==> config.mk <==
export PLATFORM = sky130hd
export DESIGN_NAME = pwm_out
export DESIGN_NICKNAME = d
export VERILOG_FILES = /design/src/hw/pwm_pkg.sv /design/src/hw/pwm_out.sv
export VERILOG_INCLUDE_DIRS = /design/src /design/src/hw
export SDC_FILE = /design/constraint.sdc
export NUM_CORES = 1
export LEC_CHECK = 0
export ABC_AREA = 0
export BUFFER_PORTS_ARGS = -buffer_cell sky130_fd_sc_hd__buf_2
export CAP_MARGIN = 20
export CORE_ASPECT_RATIO = 1.5
export CORE_MARGIN = 4
export CORE_UTILIZATION = 35
export DETAILED_ROUTE_END_ITERATION = 8
export PLACE_DENSITY_LB_ADDON = 0.08
export SYNTH_ARGS = -nofsm -noshare
export SYNTH_HDL_FRONTEND = slang
export SYNTH_SLANG_ARGS = --single-unit
==> constraint.sdc <==
create_clock -name clk_i -period 4.66 [get_ports clk_i]
set_input_delay 0.233 -clock clk_i [delete_from_list [all_inputs] [get_ports clk_i]]
set_output_delay 0.233 -clock clk_i [all_outputs]
set_load 0.03 [all_outputs]
==> src/hw/pwm_cfg.svh <==
// Offsets, field positions, reset values and timing figures of the PWM block
// Included by the package and the PWM module; definitions only
`ifndef PWM_CFG_SVH
`define PWM_CFG_SVH
`define CLK_NS        50
`define OFF_PIN_CFG   8'h00
`define OFF_STATUS    8'h04
`define OFF_MASK      8'h08
`define OFF_ACTIVE    8'h0C
`define OFF_CH0_CODE  8'h10
`define OFF_CH0_DUTY  8'h14
`define OFF_CH1_CODE  8'h18
`define OFF_CH1_DUTY  8'h1C
`define ST_ERR_LSB    0
`define ST_START_LSB  2
`define RST_WORD      32'h0000_0000
`define CODE_LAST     24
`define CODE_COARSE   20
`define DUTY_MAX_FINE 999
`define DUTY_MAX_CRS  990
`define DUTY_UNIT_CRS 10
`define RES_FINE      1000
`define RES_CRS       100
`define RESP_OKAY     2'h0
`define RESP_SLVERR   2'h2
`endif

==> src/hw/pwm_pkg.sv <==
// Types shared by the PWM block: bus carriers and per-channel settings
// Assumes pwm_cfg.svh is on the include path
`include "pwm_cfg.svh"
package pwm_pkg;
  typedef struct packed {
    logic [7:0]  awaddr;
    logic        awvalid;
    logic [31:0] wdata;
    logic [3:0]  wstrb;
    logic        wvalid;
    logic        bready;
    logic [7:0]  araddr;
    logic        arvalid;
    logic        rready;
  } axil_req_t;
  typedef struct packed {
    logic        awready;
    logic        wready;
    logic [1:0]  bresp;
    logic        bvalid;
    logic        arready;
    logic [31:0] rdata;
    logic [1:0]  rresp;
    logic        rvalid;
  } axil_rsp_t;
  typedef struct packed {
    logic [15:0] code;
    logic [15:0] duty;
  } chan_set_t;
endpackage : pwm_pkg

==> src/hw/pwm_out.sv <==
// Two-channel PWM output generator with an AXI4-Lite register port
// Assumes one 20 MHz clock; run pins are asynchronous and are synchronised here
//
// Chosen here: the AXI4-Lite slave port and the register addresses.
`timescale 1ns/1ps
`include "pwm_cfg.svh"

// Behaviour
// - output duty follows programmed duty setting
// - code picks fixed period from table
// - fine codes take duty 0 to 999
// - coarse codes: duty 0-990, 10 units
// - out-of-range duty while running is clamped
// - out-of-range duty at start gives error
// - output runs only while run held
module pwm_out (
  // Clock and reset
  input  wire logic              clk_i,
  input  wire logic              nrst_i,
  // Register bus
  input  wire pwm_pkg::axil_req_t axi_req_i,
  output pwm_pkg::axil_rsp_t     axi_rsp_o,
  // Run condition pins, one per channel
  input  wire logic [1:0]        pwm_run_condition_i,
  // PWM pins and interrupt
  output logic                   pwm_pin_a_o,
  output logic                   pwm_pin_b_o,
  output logic                   irq_o
);
  import pwm_pkg::*;

  localparam int NCH = 2;

  // Period of each frequency code in ns
  function automatic int period_ns(input int k);
    case (k)
      0:       period_ns = 666670000;
      1:       period_ns = 502510000;
      2:       period_ns = 245700000;
      3:       period_ns = 163930000;
      4:       period_ns = 122850000;
      5:       period_ns = 102350000;
      6:       period_ns = 51200000;
      7:       period_ns = 20480000;
      8:       period_ns = 10240000;
      9:       period_ns = 4960000;
      10:      period_ns = 2480000;
      11:      period_ns = 2000000;
      12:      period_ns = 1440000;
      13:      period_ns = 960000;
      14:      period_ns = 800000;
      15:      period_ns = 640000;
      16:      period_ns = 480000;
      17:      period_ns = 320000;
      18:      period_ns = 160000;
      19:      period_ns = 80000;
      20:      period_ns = 60000;
      21:      period_ns = 50000;
      22:      period_ns = 40000;
      23:      period_ns = 30000;
      default: period_ns = 20000;
    endcase
  endfunction : period_ns

  logic [15:0] step_lut [0:`CODE_LAST];

  genvar g;
  generate
    for (g = 0; g <= `CODE_LAST; g++) begin : g_lut
      localparam int RES = (g < `CODE_COARSE) ? `RES_FINE : `RES_CRS;
      localparam int DIV = `CLK_NS * RES;
      assign step_lut[g] = 16'((period_ns(g) + DIV / 2) / DIV);
    end
  endgenerate

  // Registers
  logic [1:0]  pin_cfg_r;
  logic [3:0]  status_r;
  logic [3:0]  mask_r;
  chan_set_t   set_r [NCH];
  logic [1:0]  run_r;
  logic [1:0]  err_ev;
  logic [1:0]  start_ev;
  logic [1:0]  pin_out;

  // Write path: address and data are taken together
  logic        wr_go;
  logic [31:0] wmask;
  logic [7:0]  waddr;
  logic        bvalid_r;
  logic [1:0]  bresp_r;

  assign wr_go = axi_req_i.awvalid && axi_req_i.wvalid && !bvalid_r;
  assign waddr = axi_req_i.awaddr;
  assign wmask = {{8{axi_req_i.wstrb[3]}}, {8{axi_req_i.wstrb[2]}},
                  {8{axi_req_i.wstrb[1]}}, {8{axi_req_i.wstrb[0]}}};

  // Write data merged byte by byte into each register's current value
  logic [31:0] pin_cfg_m, mask_m, code0_m, duty0_m, code1_m, duty1_m;
  assign pin_cfg_m = ({30'h0, pin_cfg_r} & ~wmask) | (axi_req_i.wdata & wmask);
  assign mask_m    = ({28'h0, mask_r} & ~wmask) | (axi_req_i.wdata & wmask);
  assign code0_m   = ({16'h0, set_r[0].code} & ~wmask) | (axi_req_i.wdata & wmask);
  assign duty0_m   = ({16'h0, set_r[0].duty} & ~wmask) | (axi_req_i.wdata & wmask);
  assign code1_m   = ({16'h0, set_r[1].code} & ~wmask) | (axi_req_i.wdata & wmask);
  assign duty1_m   = ({16'h0, set_r[1].duty} & ~wmask) | (axi_req_i.wdata & wmask);

  logic wr_hit;
  always_comb begin
    case (waddr)
      `OFF_PIN_CFG, `OFF_STATUS, `OFF_MASK, `OFF_ACTIVE,
      `OFF_CH0_CODE, `OFF_CH0_DUTY, `OFF_CH1_CODE, `OFF_CH1_DUTY: wr_hit = 1'b1;
      default: wr_hit = 1'b0;
    endcase
  end

  always_ff @(posedge clk_i or negedge nrst_i) begin
    if (!nrst_i) begin
      bvalid_r <= 1'b0;
      bresp_r  <= `RESP_OKAY;
    end else if (wr_go) begin
      bvalid_r <= 1'b1;
      bresp_r  <= wr_hit ? `RESP_OKAY : `RESP_SLVERR;
    end else if (axi_req_i.bready) begin
      bvalid_r <= 1'b0;
    end
  end

  always_ff @(posedge clk_i or negedge nrst_i) begin
    if (!nrst_i) begin
      pin_cfg_r <= 2'h0;
      mask_r    <= 4'h0;
      for (int c = 0; c < NCH; c++) begin
        set_r[c] <= `RST_WORD;
      end
    end else if (wr_go) begin
      case (waddr)
        `OFF_PIN_CFG:  pin_cfg_r        <= pin_cfg_m[1:0];
        `OFF_MASK:     mask_r           <= mask_m[3:0];
        `OFF_CH0_CODE: set_r[0].code    <= code0_m[15:0];
        `OFF_CH0_DUTY: set_r[0].duty    <= duty0_m[15:0];
        `OFF_CH1_CODE: set_r[1].code    <= code1_m[15:0];
        `OFF_CH1_DUTY: set_r[1].duty    <= duty1_m[15:0];
        default: ;
      endcase
    end
  end

  // Sticky events; a new event wins over a write-one clear
  logic [3:0] st_set;
  logic [3:0] st_clr;
  assign st_set = {start_ev, err_ev};
  assign st_clr = (wr_go && waddr == `OFF_STATUS) ?
                  (axi_req_i.wdata[3:0] & wmask[3:0]) : 4'h0;

  always_ff @(posedge clk_i or negedge nrst_i) begin
    if (!nrst_i) begin
      status_r <= 4'h0;
    end else begin
      status_r <= (status_r & ~st_clr) | st_set;
    end
  end

  assign irq_o = |(status_r & mask_r);

  // Read path
  logic        rvalid_r;
  logic [31:0] rdata_r;
  logic [1:0]  rresp_r;
  logic        rd_go;
  logic [31:0] rd_word;
  logic        rd_hit;

  assign rd_go = axi_req_i.arvalid && !rvalid_r;

  always_comb begin
    rd_hit  = 1'b1;
    rd_word = 32'h0;
    case (axi_req_i.araddr)
      `OFF_PIN_CFG:  rd_word = {30'h0, pin_cfg_r};
      `OFF_STATUS:   rd_word = {28'h0, status_r};
      `OFF_MASK:     rd_word = {28'h0, mask_r};
      `OFF_ACTIVE:   rd_word = {28'h0, pin_out, run_r};
      `OFF_CH0_CODE: rd_word = {16'h0, set_r[0].code};
      `OFF_CH0_DUTY: rd_word = {16'h0, set_r[0].duty};
      `OFF_CH1_CODE: rd_word = {16'h0, set_r[1].code};
      `OFF_CH1_DUTY: rd_word = {16'h0, set_r[1].duty};
      default:       rd_hit  = 1'b0;
    endcase
  end

  always_ff @(posedge clk_i or negedge nrst_i) begin
    if (!nrst_i) begin
      rvalid_r <= 1'b0;
      rdata_r  <= `RST_WORD;
      rresp_r  <= `RESP_OKAY;
    end else if (rd_go) begin
      rvalid_r <= 1'b1;
      rdata_r  <= rd_word;
      rresp_r  <= rd_hit ? `RESP_OKAY : `RESP_SLVERR;
    end else if (axi_req_i.rready) begin
      rvalid_r <= 1'b0;
    end
  end

  always_comb begin
    axi_rsp_o.awready = wr_go;
    axi_rsp_o.wready  = wr_go;
    axi_rsp_o.bvalid  = bvalid_r;
    axi_rsp_o.bresp   = bresp_r;
    axi_rsp_o.arready = rd_go;
    axi_rsp_o.rvalid  = rvalid_r;
    axi_rsp_o.rdata   = rdata_r;
    axi_rsp_o.rresp   = rresp_r;
  end

  // Channel engines
  generate
    for (g = 0; g < NCH; g++) begin : g_ch
      logic        sync1_r, sync2_r, prev_r;
      logic        out_r;
      logic [4:0]  code_r;
      logic [15:0] pre_r;
      logic [9:0]  pos_r;
      logic        coarse, bad, start;
      logic [9:0]  lim, dsteps, res_last;
      logic [15:0] dcl;
      logic [15:0] step;

      always_ff @(posedge clk_i or negedge nrst_i) begin
        if (!nrst_i) begin
          sync1_r <= 1'b0;
          sync2_r <= 1'b0;
          prev_r  <= 1'b0;
        end else begin
          sync1_r <= pwm_run_condition_i[g];
          sync2_r <= sync1_r;
          prev_r  <= sync2_r;
        end
      end

      assign start = pin_cfg_r[g] && sync2_r && !prev_r && !run_r[g];
      assign bad   = set_r[g].code > `CODE_LAST ||
                     set_r[g].duty > ((set_r[g].code >= `CODE_COARSE) ?
                                      `DUTY_MAX_CRS : `DUTY_MAX_FINE);
      assign coarse = code_r >= 5'(`CODE_COARSE);
      assign lim    = coarse ? 10'(`DUTY_MAX_CRS) : 10'(`DUTY_MAX_FINE);
      assign dcl    = (set_r[g].duty > {6'h0, lim}) ? {6'h0, lim} : set_r[g].duty;
      assign dsteps = coarse ? 10'(dcl / `DUTY_UNIT_CRS) : dcl[9:0];
      assign res_last = coarse ? 10'(`RES_CRS - 1) : 10'(`RES_FINE - 1);
      assign step   = step_lut[code_r];
      assign err_ev[g]   = start && bad;
      assign start_ev[g] = start && !bad;

      always_ff @(posedge clk_i or negedge nrst_i) begin
        if (!nrst_i) begin
          run_r[g] <= 1'b0;
          code_r   <= 5'h0;
          pre_r    <= 16'h0;
          pos_r    <= 10'h0;
        end else if (!run_r[g]) begin
          if (start && !bad) begin
            run_r[g] <= 1'b1;
            code_r   <= set_r[g].code[4:0];
            pre_r    <= 16'h0;
            pos_r    <= 10'h0;
          end
        end else if (!sync2_r || !pin_cfg_r[g]) begin
          run_r[g] <= 1'b0;
        end else if (pre_r == step - 16'h1) begin
          pre_r <= 16'h0;
          pos_r <= (pos_r == res_last) ? 10'h0 : pos_r + 10'h1;
        end else begin
          pre_r <= pre_r + 16'h1;
        end
      end

      always_ff @(posedge clk_i or negedge nrst_i) begin
        if (!nrst_i) begin
          out_r <= 1'b0;
        end else begin
          out_r <= run_r[g] && sync2_r && pin_cfg_r[g] && pos_r < dsteps;
        end
      end
      assign pin_out[g] = out_r;

    end
  endgenerate

  assign pwm_pin_a_o = pin_out[0];
  assign pwm_pin_b_o = pin_out[1];
endmodule : pwm_out

* Yosys cells after proc, flatten, opt, wreduce, memory -nomap -nowiden
Memory sizes are Yosys's and may differ from the RTL's.
Index checks and enable logic that the tools add are counted.
** Word-level totals
- ROM bits :: 1056
- Bits in registers :: 184
- Bits of input ports :: 61
- Memories kept :: 3
** Cells by class
- Reductions and logical operators :: 57
- Multiplexer cells :: 48
- Order comparisons :: 14
- Bitwise gates (word level) :: 23
- $add $sub $neg :: 6
- Equality and inequality tests :: 21
- Div/mod/pow operators :: 2
** Memory list
- (no name shown) :: depth 32, bits a word 16, read ports 1, clocked after Yosys merged registers in 0, write ports 0, line pwm_out.sv:250 : assign step = step_lut[code_r];
- (no name shown) :: depth 32, bits a word 16, read ports 1, clocked after Yosys merged registers in 0, write ports 0, line pwm_out.sv:250
- (no name shown) :: depth 32, bits a word 1, read ports 1, clocked after Yosys merged registers in 0, write ports 0, line pwm_out.sv:109 : case (waddr)
** Operators with widths (count)
- 2-to-1 mux 16 bit :: 14
- 2-to-1 mux 10 bit :: 14
- case mux 16 bit (8 select lines) :: 1
- bitwise AND 16 bit :: 5
- divider 16 x 4 -> 32 bit (second input constant) :: 2
- == test 8 x 5 -> 1 bit (second input constant) :: 8
- > comparator 16 x 10 -> 1 bit :: 4
- OR 16 bit :: 4
- adder 16 x 1 -> 16 bit (second input constant) :: 2
- == test 16 bit :: 2
- greater-or-equal comparator 16 x 5 -> 1 bit (second input constant) :: 2
- > comparator 16 x 5 -> 1 bit (second input constant) :: 2
- subtractor 16 x 1 -> 16 bit (second input constant) :: 2
- == test 8 x 4 -> 1 bit (second input constant) :: 3
- 2-to-1 mux 6 bit :: 4
- adder 10 x 1 -> 10 bit (second input constant) :: 2
- == test 10 bit :: 2
- logical AND 1 bit :: 20
- less-than comparator 10 bit :: 2
- AND reduction 2 bit :: 10
- bitwise AND 4 bit :: 4
- == test 8 x 3 -> 1 bit (second input constant) :: 2
- zero test 8 bit :: 2
- inverter 16 bit :: 1
- other kinds (20) :: 57

* Logic depth before layout (Yosys ltp)
- Depth after elaboration :: 9
- Mapped depth :: 25
- Depth with buffers taken out :: 20

* Worst setup path before layout
Ideal clock, no wire load.
- Path type :: register -> register
- Start point :: register g_ch[1].code_r[2]
- End point :: register g_ch[1].out_r, in the netlist pwm_pin_b_o
- Period minus slack after synthesis :: 5.124 ns
- Data arrival time :: 5.035 ns
- Setup slack :: -0.464 ns
- Stages on the path, launching flop included :: 25
- Path through :: dfrtp_1 buf_6 buf_8 buf_6 or2_2 and2_1 inv_1 clkbuf_1 ha_1 a21o_1 a21oi_1 a221o_1 nand2_1 buf_2 nor3_2 xnor2_1 ha_1 a21oi_1 maj3_1 o22ai_1 o21ai_0 ha_1 a31o_2 a31o_2 a41oi_1
** Between the ends
- Word-level cells in the longest chain between the ends :: 8
** Ends and longest elaborated chain
- start, declared :: line pwm_out.sv:221 : logic [4:0] code_r;
- start signal, assigned :: line pwm_out.sv:263 : code_r <= set_r[g].code[4:0];
- greater-or-equal comparator 5 bit (*) :: line pwm_out.sv:245 : assign coarse = code_r >= 5'(`CODE_COARSE);
- 2-to-1 mux 6 bit :: line pwm_out.sv:246 : assign lim = coarse ? 10'(`DUTY_MAX_CRS) : 10'(`DUTY_MAX_FINE);
- > comparator 16 x 10 -> 1 bit :: line pwm_out.sv:247 : assign dcl = (set_r[g].duty > {6'h0, lim}) ? {6'h0, lim} : set_r[g].duty;
- 2-to-1 mux 16 bit :: line pwm_out.sv:247
- divider 16 x 4 -> 32 bit (no source line)
- 2-to-1 mux 10 bit (*) :: line pwm_out.sv:248 : assign dsteps = coarse ? 10'(dcl / `DUTY_UNIT_CRS) : dcl[9:0];
- less-than comparator 10 bit (*) :: line pwm_out.sv:281 : out_r <= run_r[g] && sync2_r && pin_cfg_r[g] && pos_r < dsteps;
- logical AND 1 bit (*) :: line pwm_out.sv:281
- end signal, assigned :: line pwm_out.sv:281
- end, declared :: line pwm_out.sv:220 : logic out_r;
Mark *: on every way between the ends. The rest lies on a longest branch, timed or not.
A chain may end at the register's enable or synchronous reset.

* Worst setup path in the final report
- Start point :: register g_ch[1].code_r[3]
- End point :: register g_ch[1].out_r, in the netlist pwm_pin_b_o
Same word-level chain as after synthesis.

==> metrics.md <==
| Metric | Value |
|---|---|
| Synth Cell Area | `12,900 µm²` |
| Layout cells sized above 1 | `0.202` |
| Req. time, crit path | `5.02 ns` |
| RSZ-0062 raised after global routing | `no` |
| First-pass detailed-route iteration total | `5` |
| Sw Pwr | `878 µW` |
| Global Route met3 Usage | `0.0304` |
| Relative slew slack | `0.352` |
| Die ar. | `40,000 µm²` |
| Fin crit period | `4.40 ns` |
| Worst Hold Class | `in -> reg` |
| Ports | `105` |
| Tightest Pin Transition | `0.969 ns` |
| Sequential Power Share | `0.446` |
| Switching Share | `0.267` |
| FMAX | `227 MHz` |
| Final setup margin | `0.258 ns` |
| Reg2reg setup slack | `0.26 ns` |
| GR Overflow Total | `0` |
| Post-Synthesis Cells | `1,441` |
| Avg Inst Size Synth | `8.94 µm²` |
| Reg2Reg Depth | `17` |
| Number of global-route vias before repair | `11,274` |
| CP max stage delay | `0.44 ns` |
| Port Buffers | `68` |
| P_leak | `6.54 nW` |
| Crit Path Max Fanout | `11` |
| Maximum vdd drop | `0.198 mV` |
| Most common cell after layout, fill and taps aside | `dfrtp_1` |
| CP max stage cell | `a221o_2` |
| TritonCTS clock tree | `yes` |
| First-pass GRT wire length | `62,800 µm` |
| Top delay family on crit path | `compound AO/OA/AOI/OAI gates` |
| Main synth FF type | `dfrtp_1` |
| Core outline area | `36,200 µm²` |
| Status | `completed` |
| Syn. warnings | `0` |
| Initial drt markers | `504` |
| Share of total power in combinational logic | `0.089` |
| Cells along the critical path | `or2_4, and2_4, ha_4, nand3_1, or3_1, a221o_2, a31o_4, xnor2_2, ha_2, a21oi_1, maj3_2, o22ai_4, o21ai_1, ha_1, a31o_2, a31o_2, a41oi_1` |
| Synthesis-stage register bit count | `166` |
| Die width | `165 µm` |
| Wirelength per Cell | `19.5 µm` |
| H-tree depth | `4` |
| Async S/R FF share, synth | `1.00` |
| Final period utilization | `0.945` |
| Worst-path clk slew | `0.07 ns` |
| Crit path kind | `reg -> reg` |
| Distinct cells, synth | `108` |
| Routed WL | `39,000 µm` |
| Pint | `2.41 mW` |
| Clock power frac | `0.465` |
| Critical Path AT | `4.76 ns` |
| Hold path depth | `3` |
| Initial antenna violation count | `3` |
| Final Skew | `0.0114 ns` |
| Critical Path Source Type | `flop` |
| Final setup violation count | `0` |
| GR Util All Layers | `0.197` |
| CTS Root Cell | `clkbuf_16` |
| GR peak layer | `met2` |
| Largest net degree at the start of global routing | `94` |
| # DRC | `0` |
| Hold_sp | `axi_req_i[11]` |
| Hold Fails Final Rpt | `0` |
| Drt via density | `5.61` |
| Register area share after synthesis | `0.322` |
| Antenna viol nets, final | `0` |
| Worst flop-to-flop path startpoint | `g_ch[1].code_r[3]$_DFFE_PN0P_` |
| Clk_lat worst skew | `0.45 ns` |
| Synth area leaders | `dfrtp_1, mux2_2, ha_1` |
| Global routing usage on met1 | `0.234` |
| Initial core utilization | `0.356` |
| Setup crit end kind | `flop` |
| Sink Count | `166` |
| Total CTS buffers | `17` |
| Clk buf depth | `2` |
| Buf/Inv on CP | `0` |
| N_diodes | `0` |
| Top cell type by total area after synthesis | `dfrtp_1` |
| CP most frequent cell | `a31o_2` |
| Gpl congestion | `0.847` |
| Pre-CTS WS | `0.174 ns` |
| Max-capacitance violation count | `0` |
| Pins Over Slew Limit | `0` |
| Final #Nets | `1,629` |
| Area grow syn2layout | `13.0%` |
| Fin Setup TNS | `0 ns` |
| Row cnt | `85` |
| Critical R2R Capture | `pwm_pin_b_o$_DFF_PN0_` |
| Worst Hold Path EP | `bvalid_r$_DFFE_PN0P_` |
| Met2 GRT Util | `0.357` |
| Post-synth EDFFs | `0` |
| Pwr Density | `226 nW/µm²` |
| Most frequent cells in the layout | `dfrtp_1, nand2_1, nor2_1` |
| HPWL Detailed | `30,000 µm` |
| Post-synth top area share | `0.322` |
| Die height | `243 µm` |
| DR vias | `11,231` |
## worst reg2reg max path, stage by stage, from the launching register on
cell and delay (ns):
dfrtp_1 0.38, or2_4 0.26, and2_4 0.22, ha_4 0.29, nand3_1 0.09, or3_1 0.31, a221o_2 0.44, a31o_4 0.27
xnor2_2 0.21, ha_2 0.20, a21oi_1 0.09, maj3_2 0.33, o22ai_4 0.20, o21ai_1 0.10, ha_1 0.32, a31o_2 0.21
a31o_2 0.24, a41oi_1 0.15
## cells in the mapped netlist, drive strengths merged, types with 5 or more instances
cell / instances
nor2: 107
dfrtp: 166
nor2b: 22
mux2i: 29
nor3: 28
o2111ai: 7
or4: 5
a21o: 29
and2: 15
nor4b: 6
nand4: 24
nor4: 13
xor2: 17
nor3b: 21
o211ai: 24
buf: 46
mux2: 82
a311oi: 6
a221oi: 15
a31oi: 17
o21a: 6
nand2: 115
a21oi: 46
ha: 58
xnor2: 31
or2: 17
nand2b: 22
nand3b: 5
o22ai: 11
and4b: 5
or3: 16
o31ai: 8
a31o: 20
nand3: 53
and3: 33
a22o: 22
a211oi: 19
o21ai: 85
clkbuf: 53
inv: 46
a22oi: 10
## stage by stage
stage	instances	util	total power [mW]	instance area [µm²]	hold slack (ns)
finish	2001	0.402	3.29	14600	0.0566
global route	2001	0.402	3.42	14600	0.0684
CTS	1997	0.401	3.34	14500	0.0343
detailed placement	1960	0.382	1.78	13800	0.346
global placement	1960	0.382	1.78	13800	0.339
floorplan	1458	-	1.67	13000	-0.0626
## power groups by stage
stage	sequential (mW)	clock (mW)	combinational [mW]
floorplan	1.49	0	0.182
global placement	1.50	0	0.282
detailed placement	1.50	0	0.285
CTS	1.47	1.58	0.290
global route	1.47	1.63	0.327
finish	1.47	1.53	0.293
## cells by family (layout without fill, tap and decap cells)
family / count (synthesis) / count (layout) / synth area share
and+or+nand+nor: 523 / 523 / 0.219
AOI/OAI and AO/OA: 386 / 386 / 0.218
DFF: 166 / 166 / 0.322
buffers and inverters: 146 / 211 / 0.0552
muxes: 111 / 111 / 0.0945
adders and majority gates: 60 / 60 / 0.0579
xor gates and xnor gates: 48 / 48 / 0.0326
other: 1 / 18 / 0.000291
## cell type report
cell class	instances	area (µm²)
Sequential cell	166	4160
Timing Repair Buffer	132	840
Tap cell	478	598
Inverter	47	179
Multi-Input combinational cell	1146	8160
Clock inverter	15	194
Clock buffer	17	425
Fill cell	3702	21600
## worst max path at each step
stage / cells after the start / startpoint / end / slack [ns]
5_1_grt: 16 / g_ch[0].code_r[1]$_DFFE_PN0P_ / g_ch[0].pos_r[0]$_DFFE_PN0P_ / 0.004
4_1_cts: 19 / g_ch[1].code_r[3]$_DFFE_PN0P_ / pwm_pin_b_o$_DFF_PN0_ / 0.16
3_5_place_dp: 19 / g_ch[1].code_r[3]$_DFFE_PN0P_ / pwm_pin_b_o$_DFF_PN0_ / 0.17
6_report: 17 / g_ch[1].code_r[3]$_DFFE_PN0P_ / pwm_pin_b_o$_DFF_PN0_ / 0.26
3_3_place_gp: 18 / g_ch[1].code_r[3]$_DFFE_PN0P_ / pwm_pin_b_o$_DFF_PN0_ / 0.25
2_1_floorplan: 24 / g_ch[1].code_r[2]$_DFFE_PN0P_ / pwm_pin_b_o$_DFF_PN0_ / 0.02
## per-layer routing
| layer | vias up | wire length [µm] | part of all wire |
|---|---|---|---|
| met3 | 55 | 1310 | 0.034 |
| met2 | 230 | 20600 | 0.53 |
| met5 | - | 40 | 0.0010 |
| met4 | 6 | 1070 | 0.027 |
| met1 | 5448 | 15900 | 0.41 |
| li1 | 5492 | - | - |
## what timing repair did
action,in CTS,in global routing
endpoints found under the setup margin,0,11
setup buffers,0,4
endpoints found under the hold margin,94,0
gates resized for setup,0,8
hold buffers,5,0
Note: power is estimated with default switching activity, not from simulation.
